<file path="src/hdl/ebt_pkg.sv">
// Constants, enumerations and timing figures for the external bus timing unit
package ebt_pkg;

  //////////////////////////////////////////////////////////////////////////////
  // Clock and deadlock timeout
  localparam int CLK_NS = 25;
  localparam int REFRESH_NS = 15600;
  localparam int REFRESH_CYC = REFRESH_NS / CLK_NS;
  // Margin must stay above zero and below one refresh interval
  localparam int MARGIN_CYC = REFRESH_CYC / 2;
  localparam int TIMEOUT_CYC = REFRESH_CYC + MARGIN_CYC;

  //////////////////////////////////////////////////////////////////////////////
  // Access periods in bus clocks
  localparam logic [3:0] ROM_SLOWEST = 4'h9;
  localparam logic [3:0] PAGE_SLOWEST = 4'h3;
  localparam logic [3:0] SYS_SLOWEST = 4'h8;
  localparam logic [3:0] FAST_SLOWEST = 4'h8;
  localparam logic [3:0] LCD_SLOWEST = 4'h8;
  localparam logic [3:0] FLASH_CYC = 4'h6;
  localparam logic [3:0] TAIL_CYC = 4'h3;
  localparam logic [1:0] PAGE_RFU_CODE = 2'h3;
  localparam logic [2:0] SYS_LAST_CODE = 3'h5;
  localparam logic [2:0] LCD_LAST_CODE = 3'h3;

  //////////////////////////////////////////////////////////////////////////////
  // Address decode on the upper physical address bits
  localparam logic [7:0] WIN_TOP8 = 8'h0A;
  localparam logic [5:0] RSV_HI_TOP6 = 6'h03;
  localparam logic [7:0] RSV_LO_FIRST8 = 8'h04;
  localparam logic [7:0] RSV_LO_LAST8 = 8'h09;
  localparam logic [6:0] ROM_TOP7 = 7'h0F;
  localparam logic [5:0] ISA_MEM_TOP6 = 6'h04;
  localparam logic [5:0] ISA_IO_TOP6 = 6'h05;
  localparam logic [4:0] MAX_SIZE = 5'h10;

  //////////////////////////////////////////////////////////////////////////////
  // Pin values outside a cycle
  localparam logic [3:0] SEL_IDLE = 4'hF;
  localparam logic [3:0] LANE_IDLE = 4'hF;

  typedef enum logic [2:0] {
    S_IDLE, S_ROM, S_FLASH, S_CMD, S_DATA, S_TAIL, S_LCD, S_HOLD
  } ebt_state_type;

  typedef enum logic [2:0] {
    K_ROM, K_PAGE, K_FLASH, K_ISAIO, K_ISAMEM, K_FAST, K_LCD
  } ebt_kind_type;

endpackage

</file>
<file path="src/hdl/ebt_sync.sv">
// Two-flop synchroniser for pin inputs
`timescale 1ns/1ps
module ebt_sync #(
  parameter int W = 1,
  parameter logic [W-1:0] INIT = '0
) (
  input wire logic sys_clk,
  input wire logic rst_n,
  input wire logic [W-1:0] async_in,
  output logic [W-1:0] sync_out
);
  logic [W-1:0] meta_q;

  always_ff @(posedge sys_clk or negedge rst_n) begin
    if (!rst_n) begin
      meta_q <= INIT;
      sync_out <= INIT;
    end else begin
      meta_q <= async_in;
      sync_out <= meta_q;
    end
  end
endmodule

</file>
<file path="src/hdl/ebt_bus_unit.sv">
// Bus control unit sequencing ROM, system bus, fast window and panel accesses
//
// Behaviour
// - Panel window data inverted both ways when space select and graphics bit are zero.
// - Panel window accepts one, two, four or eight byte accesses.
// - Wide mode plus panel wide enable gives 32-bit panel path with lane strobes.
// - Illegal read raises bus error; illegal write sets write error flag on irq zero.
// - No ready within refresh interval plus margin is a deadlock and illegal access.
// - Accesses to both reserved physical ranges are illegal.
// - Writing one to error status bit one clears the write error source.
// - Flash enable and page select choose ordinary, page or flash ROM cycles.
// - ROM wait code 000 to 111 gives 9 down to 2 clocks.
// - ROM accesses wider than the data bus (two or four bytes) repeat the period; data sampled after last clock.
// - Ordinary ROM supports 1, 2, 3 byte and 1, 2, 4 word reads.
// - Page wait code gives 3, 2, 1 clocks; ROM select and read stay low.
// - Flash mode uses fixed timing and permits writes and register reads.
// - System bus wait code 000 to 101 gives 8 down to 3 clocks.
// - Never both high byte enable and bit zero high; odd write copies byte down.
// - Channel ready sampled one period after strobe; ready adds one data period.
// - After ready high, 16-bit select sampled during the following period.
// - Zero wait sampled each clock from second period; low ends after three clocks.
// - Space select set makes window a fast system bus with panel select.
// - Space select clear makes window the panel port with 8, 6, 4, 2 clocks.
// - Hold request outside hibernate grants bus and floats outputs.
`timescale 1ns/1ps
module ebt_bus_unit #(
  parameter int TIMEOUT_CYCLES = ebt_pkg::TIMEOUT_CYC
) (
  input wire logic sys_clk,
  input wire logic rst_n,
  input wire logic req_valid,
  input wire logic req_write,
  input wire logic [31:0] req_addr,
  input wire logic [4:0] req_size,
  input wire logic [31:0] beat_wdata,
  output logic req_ready,
  output logic beat_done,
  output logic [31:0] beat_rdata,
  output logic access_done,
  output logic cmd_bus_error,
  output logic write_error_flag,
  output logic maskable_irq_line_zero,
  input wire logic error_status_write,
  input wire logic [31:0] error_status_wdata,
  input wire logic window_space_select,
  input wire logic graphics_mode_bit,
  input wire logic panel_wide_bus_enable,
  input wire logic wide_data_bus_mode,
  input wire logic flash_write_enable,
  input wire logic page_read_select,
  input wire logic [2:0] rom_wait_field,
  input wire logic [1:0] page_wait_field,
  input wire logic [2:0] sysbus_wait_field,
  input wire logic [2:0] fastbus_wait_field,
  input wire logic hibernate_mode,
  input wire logic [31:0] data_in,
  input wire logic iochrdy,
  input wire logic iocs16_n,
  input wire logic memcs16_n,
  input wire logic zero_wait_n,
  input wire logic hold_request_n,
  output logic [25:0] ext_addr,
  output logic [31:0] data_out,
  output logic data_oe,
  output logic bus_oe,
  output logic [3:0] rom_select_n,
  output logic rd_n,
  output logic wr_n,
  output logic ior_n,
  output logic iow_n,
  output logic memr_n,
  output logic memw_n,
  output logic panel_chip_select_n,
  output logic high_byte_enable_n,
  output logic address_bit_zero,
  output logic lane3_strobe_n,
  output logic lane2_strobe_n,
  output logic lane1_strobe_n,
  output logic lane0_strobe_n,
  output logic hold_grant_n
);

  //////////////////////////////////////////////////////////////////////////////
  // Pin synchronisers
  // Read data bypasses them: the access period settles it, and a two-stage pipe
  // would take it two clocks before the period's closing edge
  logic [4:0] ctl_s;

  ebt_sync #(.W(5), .INIT(5'h1E)) u_sync_ctl (
    .sys_clk(sys_clk),
    .rst_n(rst_n),
    .async_in({hold_request_n, zero_wait_n, memcs16_n, iocs16_n, iochrdy}),
    .sync_out(ctl_s)
  );

  //////////////////////////////////////////////////////////////////////////////
  // Period lookups
  function automatic logic [3:0] sys_period(input logic [2:0] code);
    // Reserved codes fall back to the slowest setting
    if (code > ebt_pkg::SYS_LAST_CODE) begin
      return ebt_pkg::SYS_SLOWEST;
    end
    return ebt_pkg::SYS_SLOWEST - {1'b0, code};
  endfunction

  function automatic logic [3:0] lcd_period(input logic [2:0] code);
    if (code > ebt_pkg::LCD_LAST_CODE) begin
      return ebt_pkg::LCD_SLOWEST;
    end
    return ebt_pkg::LCD_SLOWEST - {code, 1'b0};
  endfunction

  function automatic logic [3:0] page_period(input logic [1:0] code);
    if (code == ebt_pkg::PAGE_RFU_CODE) begin
      return ebt_pkg::PAGE_SLOWEST;
    end
    return ebt_pkg::PAGE_SLOWEST - {2'b00, code};
  endfunction

  //////////////////////////////////////////////////////////////////////////////
  // State
  typedef struct packed {
    ebt_pkg::ebt_state_type st;
    ebt_pkg::ebt_kind_type kind;
    logic wr;
    logic first;
    logic cs16;
    logic [4:0] rem;
    logic [25:0] addr;
    logic [3:0] cnt;
    logic [15:0] tmo;
    logic ready;
    logic beat;
    logic [31:0] rdata;
    logic done;
    logic rd_err;
    logic wr_err;
    logic [3:0] rom_sel_n;
    logic rd_n;
    logic wr_n;
    logic ior_n;
    logic iow_n;
    logic memr_n;
    logic memw_n;
    logic pcs_n;
    logic shb_n;
    logic a0;
    logic [3:0] lane_n;
    logic [31:0] dout;
    logic doe;
    logic boe;
    logic grant_n;
  } ebt_regs_type;

  ebt_regs_type q;
  ebt_regs_type d;

  logic hold_rq;
  logic zws_low;
  logic cs_low;
  logic invert;
  logic wide_lcd;
  logic [2:0] bw;
  logic [2:0] nb;
  logic [3:0] lanes;
  logic [31:0] rv;
  logic [15:0] hw;
  logic fin;
  logic illegal;
  logic [7:0] top8;
  logic [3:0] rom_p;
  logic [3:0] next_p;

  assign hold_rq = !ctl_s[4];
  assign zws_low = !ctl_s[3];
  assign cs_low = (q.kind == ebt_pkg::K_ISAIO) ? !ctl_s[1] : !ctl_s[2];
  assign invert = !window_space_select && !graphics_mode_bit;
  assign wide_lcd = wide_data_bus_mode && panel_wide_bus_enable;
  assign top8 = req_addr[31:24];
  assign rom_p = ebt_pkg::ROM_SLOWEST - {1'b0, rom_wait_field};

  always_comb begin
    d = q;
    d.beat = 1'b0;
    d.done = 1'b0;
    d.rd_err = 1'b0;
    fin = 1'b0;
    illegal = 1'b0;
    next_p = rom_p;
    // Bytes this beat: limited by the bus width and the address alignment
    unique case (q.kind)
      ebt_pkg::K_ROM, ebt_pkg::K_PAGE, ebt_pkg::K_FLASH: bw = wide_data_bus_mode ? 3'h4 : 3'h2;
      ebt_pkg::K_LCD: bw = wide_lcd ? 3'h4 : 3'h2;
      default: bw = 3'h2;
    endcase
    nb = bw - ((bw == 3'h4) ? {1'b0, q.addr[1:0]} : {2'b00, q.addr[0]});
    if ({2'b00, nb} > q.rem) begin
      nb = q.rem[2:0];
    end
    if (q.st == ebt_pkg::S_DATA || q.st == ebt_pkg::S_TAIL) begin
      // An 8-bit target moves one byte per beat on the lower lane
      if (!q.cs16) begin
        nb = 3'h1;
      end
    end
    rv = (q.kind == ebt_pkg::K_LCD && invert) ? ~data_in : data_in;
    // Software clear; the hardware set below wins in the same cycle
    if (error_status_write && error_status_wdata[1]) begin
      d.wr_err = 1'b0;
    end
    unique case (q.st)
      ebt_pkg::S_IDLE: begin
        d.ready = 1'b1;
        if (hold_rq && !hibernate_mode) begin
          d.st = ebt_pkg::S_HOLD;
          d.ready = 1'b0;
        end else if (q.ready && req_valid) begin
          d.wr = req_write;
          d.rem = req_size;
          d.addr = req_addr[25:0];
          d.first = 1'b1;
          d.tmo = 16'h0000;
          d.ready = 1'b0;
          if (req_addr[31:26] == ebt_pkg::RSV_HI_TOP6 ||
              (top8 >= ebt_pkg::RSV_LO_FIRST8 && top8 <= ebt_pkg::RSV_LO_LAST8)) begin
            illegal = 1'b1;
          end else if (top8 == ebt_pkg::WIN_TOP8) begin
            if (window_space_select) begin
              d.kind = ebt_pkg::K_FAST;
              d.st = ebt_pkg::S_CMD;
              d.cnt = (ebt_pkg::FAST_SLOWEST - {1'b0, fastbus_wait_field}) - 4'h1;
              illegal = (req_size == 5'h3) || (req_size > 5'h8) || (req_size == 5'h0);
            end else begin
              d.kind = ebt_pkg::K_LCD;
              d.st = ebt_pkg::S_LCD;
              d.cnt = lcd_period(fastbus_wait_field) - 4'h1;
              illegal = !(req_size == 5'h1 || req_size == 5'h2 ||
                          req_size == 5'h4 || req_size == 5'h8);
            end
          end else if (req_addr[31:26] == ebt_pkg::ISA_MEM_TOP6 ||
                       req_addr[31:26] == ebt_pkg::ISA_IO_TOP6) begin
            d.kind = (req_addr[31:26] == ebt_pkg::ISA_IO_TOP6) ? ebt_pkg::K_ISAIO :
                                                                 ebt_pkg::K_ISAMEM;
            d.st = ebt_pkg::S_CMD;
            d.cnt = sys_period(sysbus_wait_field) - 4'h1;
            illegal = (req_size == 5'h3) || (req_size == 5'h0) || (req_size > ebt_pkg::MAX_SIZE);
          end else if (req_addr[31:25] == ebt_pkg::ROM_TOP7) begin
            illegal = (req_size == 5'h0) || (req_size > ebt_pkg::MAX_SIZE);
            if (flash_write_enable) begin
              d.kind = ebt_pkg::K_FLASH;
              d.st = ebt_pkg::S_FLASH;
              d.cnt = ebt_pkg::FLASH_CYC - 4'h1;
            end else begin
              d.kind = page_read_select ? ebt_pkg::K_PAGE : ebt_pkg::K_ROM;
              d.st = ebt_pkg::S_ROM;
              d.cnt = rom_p - 4'h1;
              // Writes outside flash mode finish without a write strobe
              if (req_write) begin
                d.st = ebt_pkg::S_IDLE;
                d.done = !illegal;
                d.ready = 1'b1;
              end
            end
          end else begin
            illegal = 1'b1;
          end
          if (illegal) begin
            d.st = ebt_pkg::S_IDLE;
          end
        end
      end
      ebt_pkg::S_HOLD: begin
        if (!hold_rq) begin
          d.st = ebt_pkg::S_IDLE;
        end
      end
      ebt_pkg::S_ROM, ebt_pkg::S_FLASH: begin
        if (q.cnt != 4'h0) begin
          d.cnt = q.cnt - 4'h1;
        end else begin
          fin = 1'b1;
          next_p = (q.kind == ebt_pkg::K_PAGE) ? page_period(page_wait_field) :
                   (q.kind == ebt_pkg::K_FLASH) ? ebt_pkg::FLASH_CYC : rom_p;
        end
      end
      ebt_pkg::S_CMD: begin
        d.tmo = q.tmo + 16'h0001;
        next_p = (q.kind == ebt_pkg::K_FAST) ?
                 (ebt_pkg::FAST_SLOWEST - {1'b0, fastbus_wait_field}) :
                 sys_period(sysbus_wait_field);
        if (!q.first && zws_low) begin
          d.st = ebt_pkg::S_TAIL;
          d.cnt = ebt_pkg::TAIL_CYC - 4'h1;
          d.cs16 = cs_low;
        end else if (q.cnt != 4'h0) begin
          d.cnt = q.cnt - 4'h1;
        end else if (ctl_s[0]) begin
          d.st = ebt_pkg::S_DATA;
          d.cnt = ((next_p < ebt_pkg::TAIL_CYC) ? ebt_pkg::TAIL_CYC : next_p) - 4'h1;
          d.cs16 = cs_low;
        end else begin
          d.cnt = next_p - 4'h1;
          d.first = 1'b0;
        end
      end
      ebt_pkg::S_DATA, ebt_pkg::S_TAIL: begin
        if (q.st == ebt_pkg::S_DATA) begin
          d.cs16 = q.cs16 | cs_low;
        end
        if (q.cnt != 4'h0) begin
          d.cnt = q.cnt - 4'h1;
        end else begin
          fin = 1'b1;
          next_p = (q.kind == ebt_pkg::K_FAST) ?
                   (ebt_pkg::FAST_SLOWEST - {1'b0, fastbus_wait_field}) :
                   sys_period(sysbus_wait_field);
        end
      end
      ebt_pkg::S_LCD: begin
        d.tmo = q.tmo + 16'h0001;
        next_p = lcd_period(fastbus_wait_field);
        if (q.cnt != 4'h0) begin
          d.cnt = q.cnt - 4'h1;
        end else if (ctl_s[0]) begin
          fin = 1'b1;
        end else begin
          d.cnt = next_p - 4'h1;
        end
      end
    endcase
    if ((q.st == ebt_pkg::S_CMD || q.st == ebt_pkg::S_LCD) &&
        q.tmo == 16'(TIMEOUT_CYCLES - 1) && !fin) begin
      illegal = 1'b1;
      d.st = ebt_pkg::S_IDLE;
    end
    if (fin) begin
      d.beat = 1'b1;
      if (bw == 3'h4 && (q.kind != ebt_pkg::K_LCD || wide_lcd)) begin
        d.rdata = rv;
      end else if (nb == 3'h1 && !q.cs16 && (q.st == ebt_pkg::S_DATA || q.st == ebt_pkg::S_TAIL)) begin
        d.rdata[{q.addr[1:0], 3'b000} +: 8] = rv[7:0];
      end else begin
        d.rdata[{q.addr[1], 4'h0} +: 16] = rv[15:0];
      end
      d.addr = q.addr + {23'h000000, nb};
      d.rem = q.rem - {2'b00, nb};
      d.first = 1'b0;
      d.tmo = 16'h0000;
      d.cnt = next_p - 4'h1;
      d.st = (q.st == ebt_pkg::S_DATA || q.st == ebt_pkg::S_TAIL) ? ebt_pkg::S_CMD : q.st;
      d.first = !(q.st == ebt_pkg::S_ROM || q.st == ebt_pkg::S_FLASH);
      if (q.rem == {2'b00, nb}) begin
        d.st = ebt_pkg::S_IDLE;
        d.done = 1'b1;
      end
    end
    if (illegal) begin
      d.done = 1'b1;
      d.ready = 1'b1;
      if (d.wr) begin
        d.wr_err = 1'b1;
      end else begin
        d.rd_err = 1'b1;
      end
    end
    // Pin drive follows the next state so strobes and lanes change together
    d.rom_sel_n = ebt_pkg::SEL_IDLE;
    d.rd_n = 1'b1;
    d.wr_n = 1'b1;
    d.ior_n = 1'b1;
    d.iow_n = 1'b1;
    d.memr_n = 1'b1;
    d.memw_n = 1'b1;
    d.pcs_n = 1'b1;
    d.shb_n = 1'b1;
    d.a0 = 1'b0;
    d.lane_n = ebt_pkg::LANE_IDLE;
    d.doe = 1'b0;
    d.boe = (d.st != ebt_pkg::S_HOLD);
    d.grant_n = (d.st != ebt_pkg::S_HOLD);
    lanes = 4'h0;
    hw = beat_wdata[{d.addr[1], 4'h0} +: 16];
    if (d.st != ebt_pkg::S_IDLE && d.st != ebt_pkg::S_HOLD) begin
      d.doe = d.wr;
      // Lower lane copy of the upper byte serves both odd 16-bit and 8-bit targets
      d.dout = {16'h0000, d.addr[0] ? {hw[15:8], hw[15:8]} : hw};
      d.a0 = d.addr[0];
      d.shb_n = !(d.addr[0] || d.rem > 5'h1);
    end
    unique case (d.st)
      ebt_pkg::S_ROM, ebt_pkg::S_FLASH: begin
        d.rom_sel_n = ~(4'h1 << d.addr[24:23]);
        d.rd_n = d.wr;
        d.wr_n = !(d.wr && d.kind == ebt_pkg::K_FLASH);
        if (wide_data_bus_mode) begin
          d.dout = beat_wdata;
        end
      end
      ebt_pkg::S_CMD, ebt_pkg::S_DATA, ebt_pkg::S_TAIL: begin
        d.ior_n = !(d.kind == ebt_pkg::K_ISAIO && !d.wr);
        d.iow_n = !(d.kind == ebt_pkg::K_ISAIO && d.wr);
        d.memr_n = !(d.kind != ebt_pkg::K_ISAIO && !d.wr);
        d.memw_n = !(d.kind != ebt_pkg::K_ISAIO && d.wr);
        d.pcs_n = (d.kind != ebt_pkg::K_FAST);
      end
      ebt_pkg::S_LCD: begin
        d.pcs_n = 1'b0;
        d.rd_n = d.wr;
        d.wr_n = !d.wr;
        if (wide_lcd) begin
          for (int i = 0; i < 4; i++) begin
            lanes[i] = (3'(i) >= {1'b0, d.addr[1:0]}) &&
                       ({2'b00, 3'(i)} < {3'b000, d.addr[1:0]} + d.rem);
          end
          d.lane_n = ~lanes;
          d.shb_n = 1'b1;
          d.a0 = 1'b0;
          d.dout = beat_wdata;
        end
        if (invert) begin
          d.dout = ~d.dout;
        end
      end
      default: begin
      end
    endcase
  end

  always_ff @(posedge sys_clk or negedge rst_n) begin
    if (!rst_n) begin
      q <= '{st: ebt_pkg::S_IDLE, kind: ebt_pkg::K_ROM, rom_sel_n: ebt_pkg::SEL_IDLE,
             lane_n: ebt_pkg::LANE_IDLE, rd_n: 1'b1, wr_n: 1'b1, ior_n: 1'b1, iow_n: 1'b1,
             memr_n: 1'b1, memw_n: 1'b1, pcs_n: 1'b1, shb_n: 1'b1, boe: 1'b1,
             grant_n: 1'b1, default: '0};
    end else begin
      q <= d;
    end
  end

  //////////////////////////////////////////////////////////////////////////////
  // Outputs
  assign req_ready = q.ready;
  assign beat_done = q.beat;
  assign beat_rdata = q.rdata;
  assign access_done = q.done;
  assign cmd_bus_error = q.rd_err;
  assign write_error_flag = q.wr_err;
  assign maskable_irq_line_zero = q.wr_err;
  assign ext_addr = q.addr;
  assign data_out = q.dout;
  assign data_oe = q.doe;
  assign bus_oe = q.boe;
  assign rom_select_n = q.rom_sel_n;
  assign rd_n = q.rd_n;
  assign wr_n = q.wr_n;
  assign ior_n = q.ior_n;
  assign iow_n = q.iow_n;
  assign memr_n = q.memr_n;
  assign memw_n = q.memw_n;
  assign panel_chip_select_n = q.pcs_n;
  assign high_byte_enable_n = q.shb_n;
  assign address_bit_zero = q.a0;
  assign lane3_strobe_n = q.lane_n[3];
  assign lane2_strobe_n = q.lane_n[2];
  assign lane1_strobe_n = q.lane_n[1];
  assign lane0_strobe_n = q.lane_n[0];
  assign hold_grant_n = q.grant_n;

endmodule

</file>
<file path="config.mk">
export PLATFORM = sky130hd
export DESIGN_NAME = ebt_bus_unit
export DESIGN_NICKNAME = d
export VERILOG_FILES = /design/src/hdl/ebt_pkg.sv /design/src/hdl/ebt_sync.sv /design/src/hdl/ebt_bus_unit.sv
export SDC_FILE = /design/constraint.sdc
export NUM_CORES = 1
export LEC_CHECK = 0
export ABC_AREA = 1
export BUFFER_PORTS_ARGS = -buffer_cell sky130_fd_sc_hd__buf_2
export CAP_MARGIN = 30
export CORE_MARGIN = 2
export CORE_UTILIZATION = 55
export CTS_CLUSTER_SIZE = 25
export DETAILED_ROUTE_END_ITERATION = 8
export HOLD_SLACK_MARGIN = 0.08
export PLACE_DENSITY = 0.88
export REMOVE_ABC_BUFFERS = 1
export SYNTH_ARGS = -nofsm -noshare
export SYNTH_HDL_FRONTEND = slang
export SYNTH_SLANG_ARGS = --single-unit
</file>
<file path="constraint.sdc">
create_clock -name sys_clk -period 8 [get_ports sys_clk]
set_clock_uncertainty 0.05 [all_clocks]
set_input_delay 0.4 -clock sys_clk [delete_from_list [all_inputs] [get_ports sys_clk]]
set_output_delay 0.4 -clock sys_clk [all_outputs]
set_load 0.005 [all_outputs]
</file>
==> impl_results.md <==
* Synth warn at 0
* R2R depth at 28
* Fin crit period at between 5000 and 6000 ps
* Final-report hold violation count at 0
* GPL Wtd Cong at between 0.9 and 1
* PD cells at between 400 and 500 mW/mm²
* Post-route non-filler standard cell count at 2,088
* GRT Total Usage at 0.3050
* Mapped Area at approximately 0.012 mm²
* M1 WL at 14.05 mm
* Setup Crit Path Kind: register to register
* Placed Cells at just over 2,000
* Max-cap viol count at 0
* Largest net degree at the start of global routing at slightly below 90
* Root buffer cell: clkbuf_16
* Worst EP required at 8290 ps
* Synthesized instance count at 1,662
* Via count at about 12,000
* Final Setup Violations at 0
* Post-CTS Setup Bufs at 0
* Die footprint at between 0.02 and 0.025 mm²
* Synth area leaders: dfrtp_1 (27%), nand2_1 (11%), buf_4 (6.3%), nand3_1 (6.3%), inv_1 (5.7%)
* Routed met3 length at roughly 3.5 mm
* # IOs at 277
* Status: finished, final reports clean
* CP Depth at 28
* Die X-Extent at 152.6 µm
* Worst hold slack at 130.6 ps
* Max stage delay on crit path at a little under 500 ps
* Slew headroom at 0.3735
* Worst EP arrival at between 6000 and 7000 ps
* DRC viols at 0
* Worst slew pin tran at between 900 and 1000 ps
* Sequential fraction of the synthesis area at 0.3283
* DR top layer: met5
* Critical Path Fanout Max at 13
* Initial DRC Count at 1,127
* Number of synthesized flops with an enable pin at 0
* Most frequent cell after synthesis: nand2_1
* Number of port buffers at ~250
* Clk sinks at about 160
* Met2 WL at approximately 17 mm
* Peak Freq at around 170 MHz
* Gr ovfl total at 0
* Family with the most delay on the worst path: simple AND/OR/NAND/NOR gates
* Pins Over Slew Limit at 0
* CP endpoint kind: register
* Global-route wire length before repair at a little under 60 mm
* Setup TNS at 0 ps
* CTS tree: done
* Placeable Area at 0.02176 mm²
* Yosys cell types at 63
* CTS clk-pin slew, worst paths at roughly 60 ps
* Worst hold path depth at 3
* FF+latch count, synth at 158
* Max IR drop VDD at 0.3146 mV
* DP HPWL at between 20 and 30 mm
* Top cells by instance count after synthesis: nand2_1 (340), inv_1 (183), nand3_1 (152)
* FFs w/ async S/R, synth at 1.000
* DR WL/cell at ~17 µm
* Unrepaired setup endpoints after global routing: no
* Most frequent CP cell: nand2_1
* Finished Core Util at 0.6223
* Initial antenna violation count at 3
* Vias in the first global route at approximately 12,000
* H-tree depth at 4
* Buf/Inv on CP at 6
* Routed Antenna Nets at 0
* Hold crit path type: input port to register
* Layout cells sized above 1 at 0.2150
* Final worst path period share at 0.7451
* Synth-to-Final Area Change at 11.53%
* Initial Util at 0.5580
* Fin nets at 1,985
* DIE HEIGHT at approximately 150 µm
* Startpoint types: register
* Avg Inst Size Synth at roughly 7.3 µm²
* Yosys top cell by area: dfrtp_1
* Ys flop type: dfrtp_1
* Max Buffers Root-to-Sink at 2
* Vias per cell at a little under 6
* Num CTS Buffers at 17
* Leak at approximately 6.6 nW
* Crit-path slowest cell: nor4_1
* Synth top area share at 0.2742
* Cell Rows at between 50 and 60
* Worst-skew pair later-pin latency at 440 ps
* Routed wire length at ~36 mm
* DRT Pass-1 Iters at 6
==> layout make-up <==
class                   instances  area (µm²)
diodes                          3       7.507
clock buffers                  21       470.5
clock inverters                11       177.7
fillers                      1892        8217
inverters                     197       747.0
multi-input cells            1157        6434
flip-flops and latches        158        3985
well taps                     280       350.3
repair buffers                261        1368
==> per-stage QoR <==
stage	setup WS [ps]	power, W	instance area (µm²)
global route	1297	0.006592	13540
global placement	1962	0.004929	12820
detailed placement	1835	0.005077	12820
finish	2039	0.006060	13540
CTS	2034	0.006001	13530
floorplan	2333	0.003970	11160
==> logic make-up after synthesis <==
group / after synthesis / share of synthesized area
AO/OA/AOI/OAI: 297 / 0.1535
XOR/XNOR: 75 / 0.05411
adder cells (fa/ha/maj): 32 / 0.03546
AND/OR/NAND/NOR: 744 / 0.2780
multiplexers: 9 / 0.008246
buffers and inverters: 347 / 0.1424
flip-flops: 158 / 0.3283
==> timing repair <==
| item | 4_1_cts | 5_1_grt |
|---|---|---|
| hold endpoints to repair | 87 | 0 |
| gates resized for setup | 0 | 0 |
| hold buffers | 6 | 0 |
==> layer usage <==
metal  GRT usage  vias to the layer above
li1            -                     5689
met1      0.3888                     5690
met2      0.5040                      677
met3     0.06911                      114
met4      0.1226                        2
met5           0                        -
==> path summary, 6_finish.rpt <==
check | start | endpoint | slack [ps]
worst max-delay path | q[144] | rom_select_n[3] | 2040
worst min-delay path | req_addr[20] | ext_addr[20] | 130
worst max register to register | q[144] | rom_select_n[3] | 2040
worst min register to register | u_sync_ctl.meta_q[0] | u_sync_ctl.sync_out[0] | 300
max in group asynchronous | rst_n | q[143] | 5900
min in group asynchronous | rst_n | asynchronous set/reset pin | 520
==> power by group <==
part	switching, W	internal (W)
clock network	0.000347	0.000551
registers	0.000230	0.00113
logic	0.00251	0.00130
==> placed cells by master (no fill, tap or decap), types with 8 or more instances in the layout <==
cell / Yosys / routed
nand2_1: 340 / 340
buf_2: 11 / 244
inv_1: 183 / 183
nand3_1: 152 / 152
nor2_1: 138 / 137
dfrtp_1: 133 / 133
o21ai_0: 100 / 100
a21oi_1: 62 / 62
xor2_1: 47 / 47
o211ai_1: 42 / 42
nor3_1: 30 / 30
xnor2_1: 28 / 28
ha_1: 28 / 28
dfstp_2: 25 / 25
clkbuf_16: 0 / 17
nand3_2: 16 / 16
o22ai_1: 13 / 13
nand4_1: 12 / 12
nand3b_1: 11 / 11
o21ai_1: 10 / 10
a22oi_1: 10 / 10
buf_4: 102 / 10
nand2_2: 9 / 9
o221ai_1: 8 / 8
inv_2: 8 / 8
or2_2: 8 / 8
a41oi_1: 8 / 8
mux2_2: 8 / 8
==> worst reg2reg max path, delay by kind of cell (launching register included) <==
family / cells / cell delay [ps]
DFF: 1 / 420
adders and majority gates: 3 / 1230
buffers and inverters: 6 / 950
AOI/OAI and AO/OA: 3 / 600
xor gates and xnor gates: 2 / 430
and+or+nand+nor: 14 / 2190
Note: power is estimated with default switching activity, not from simulation.
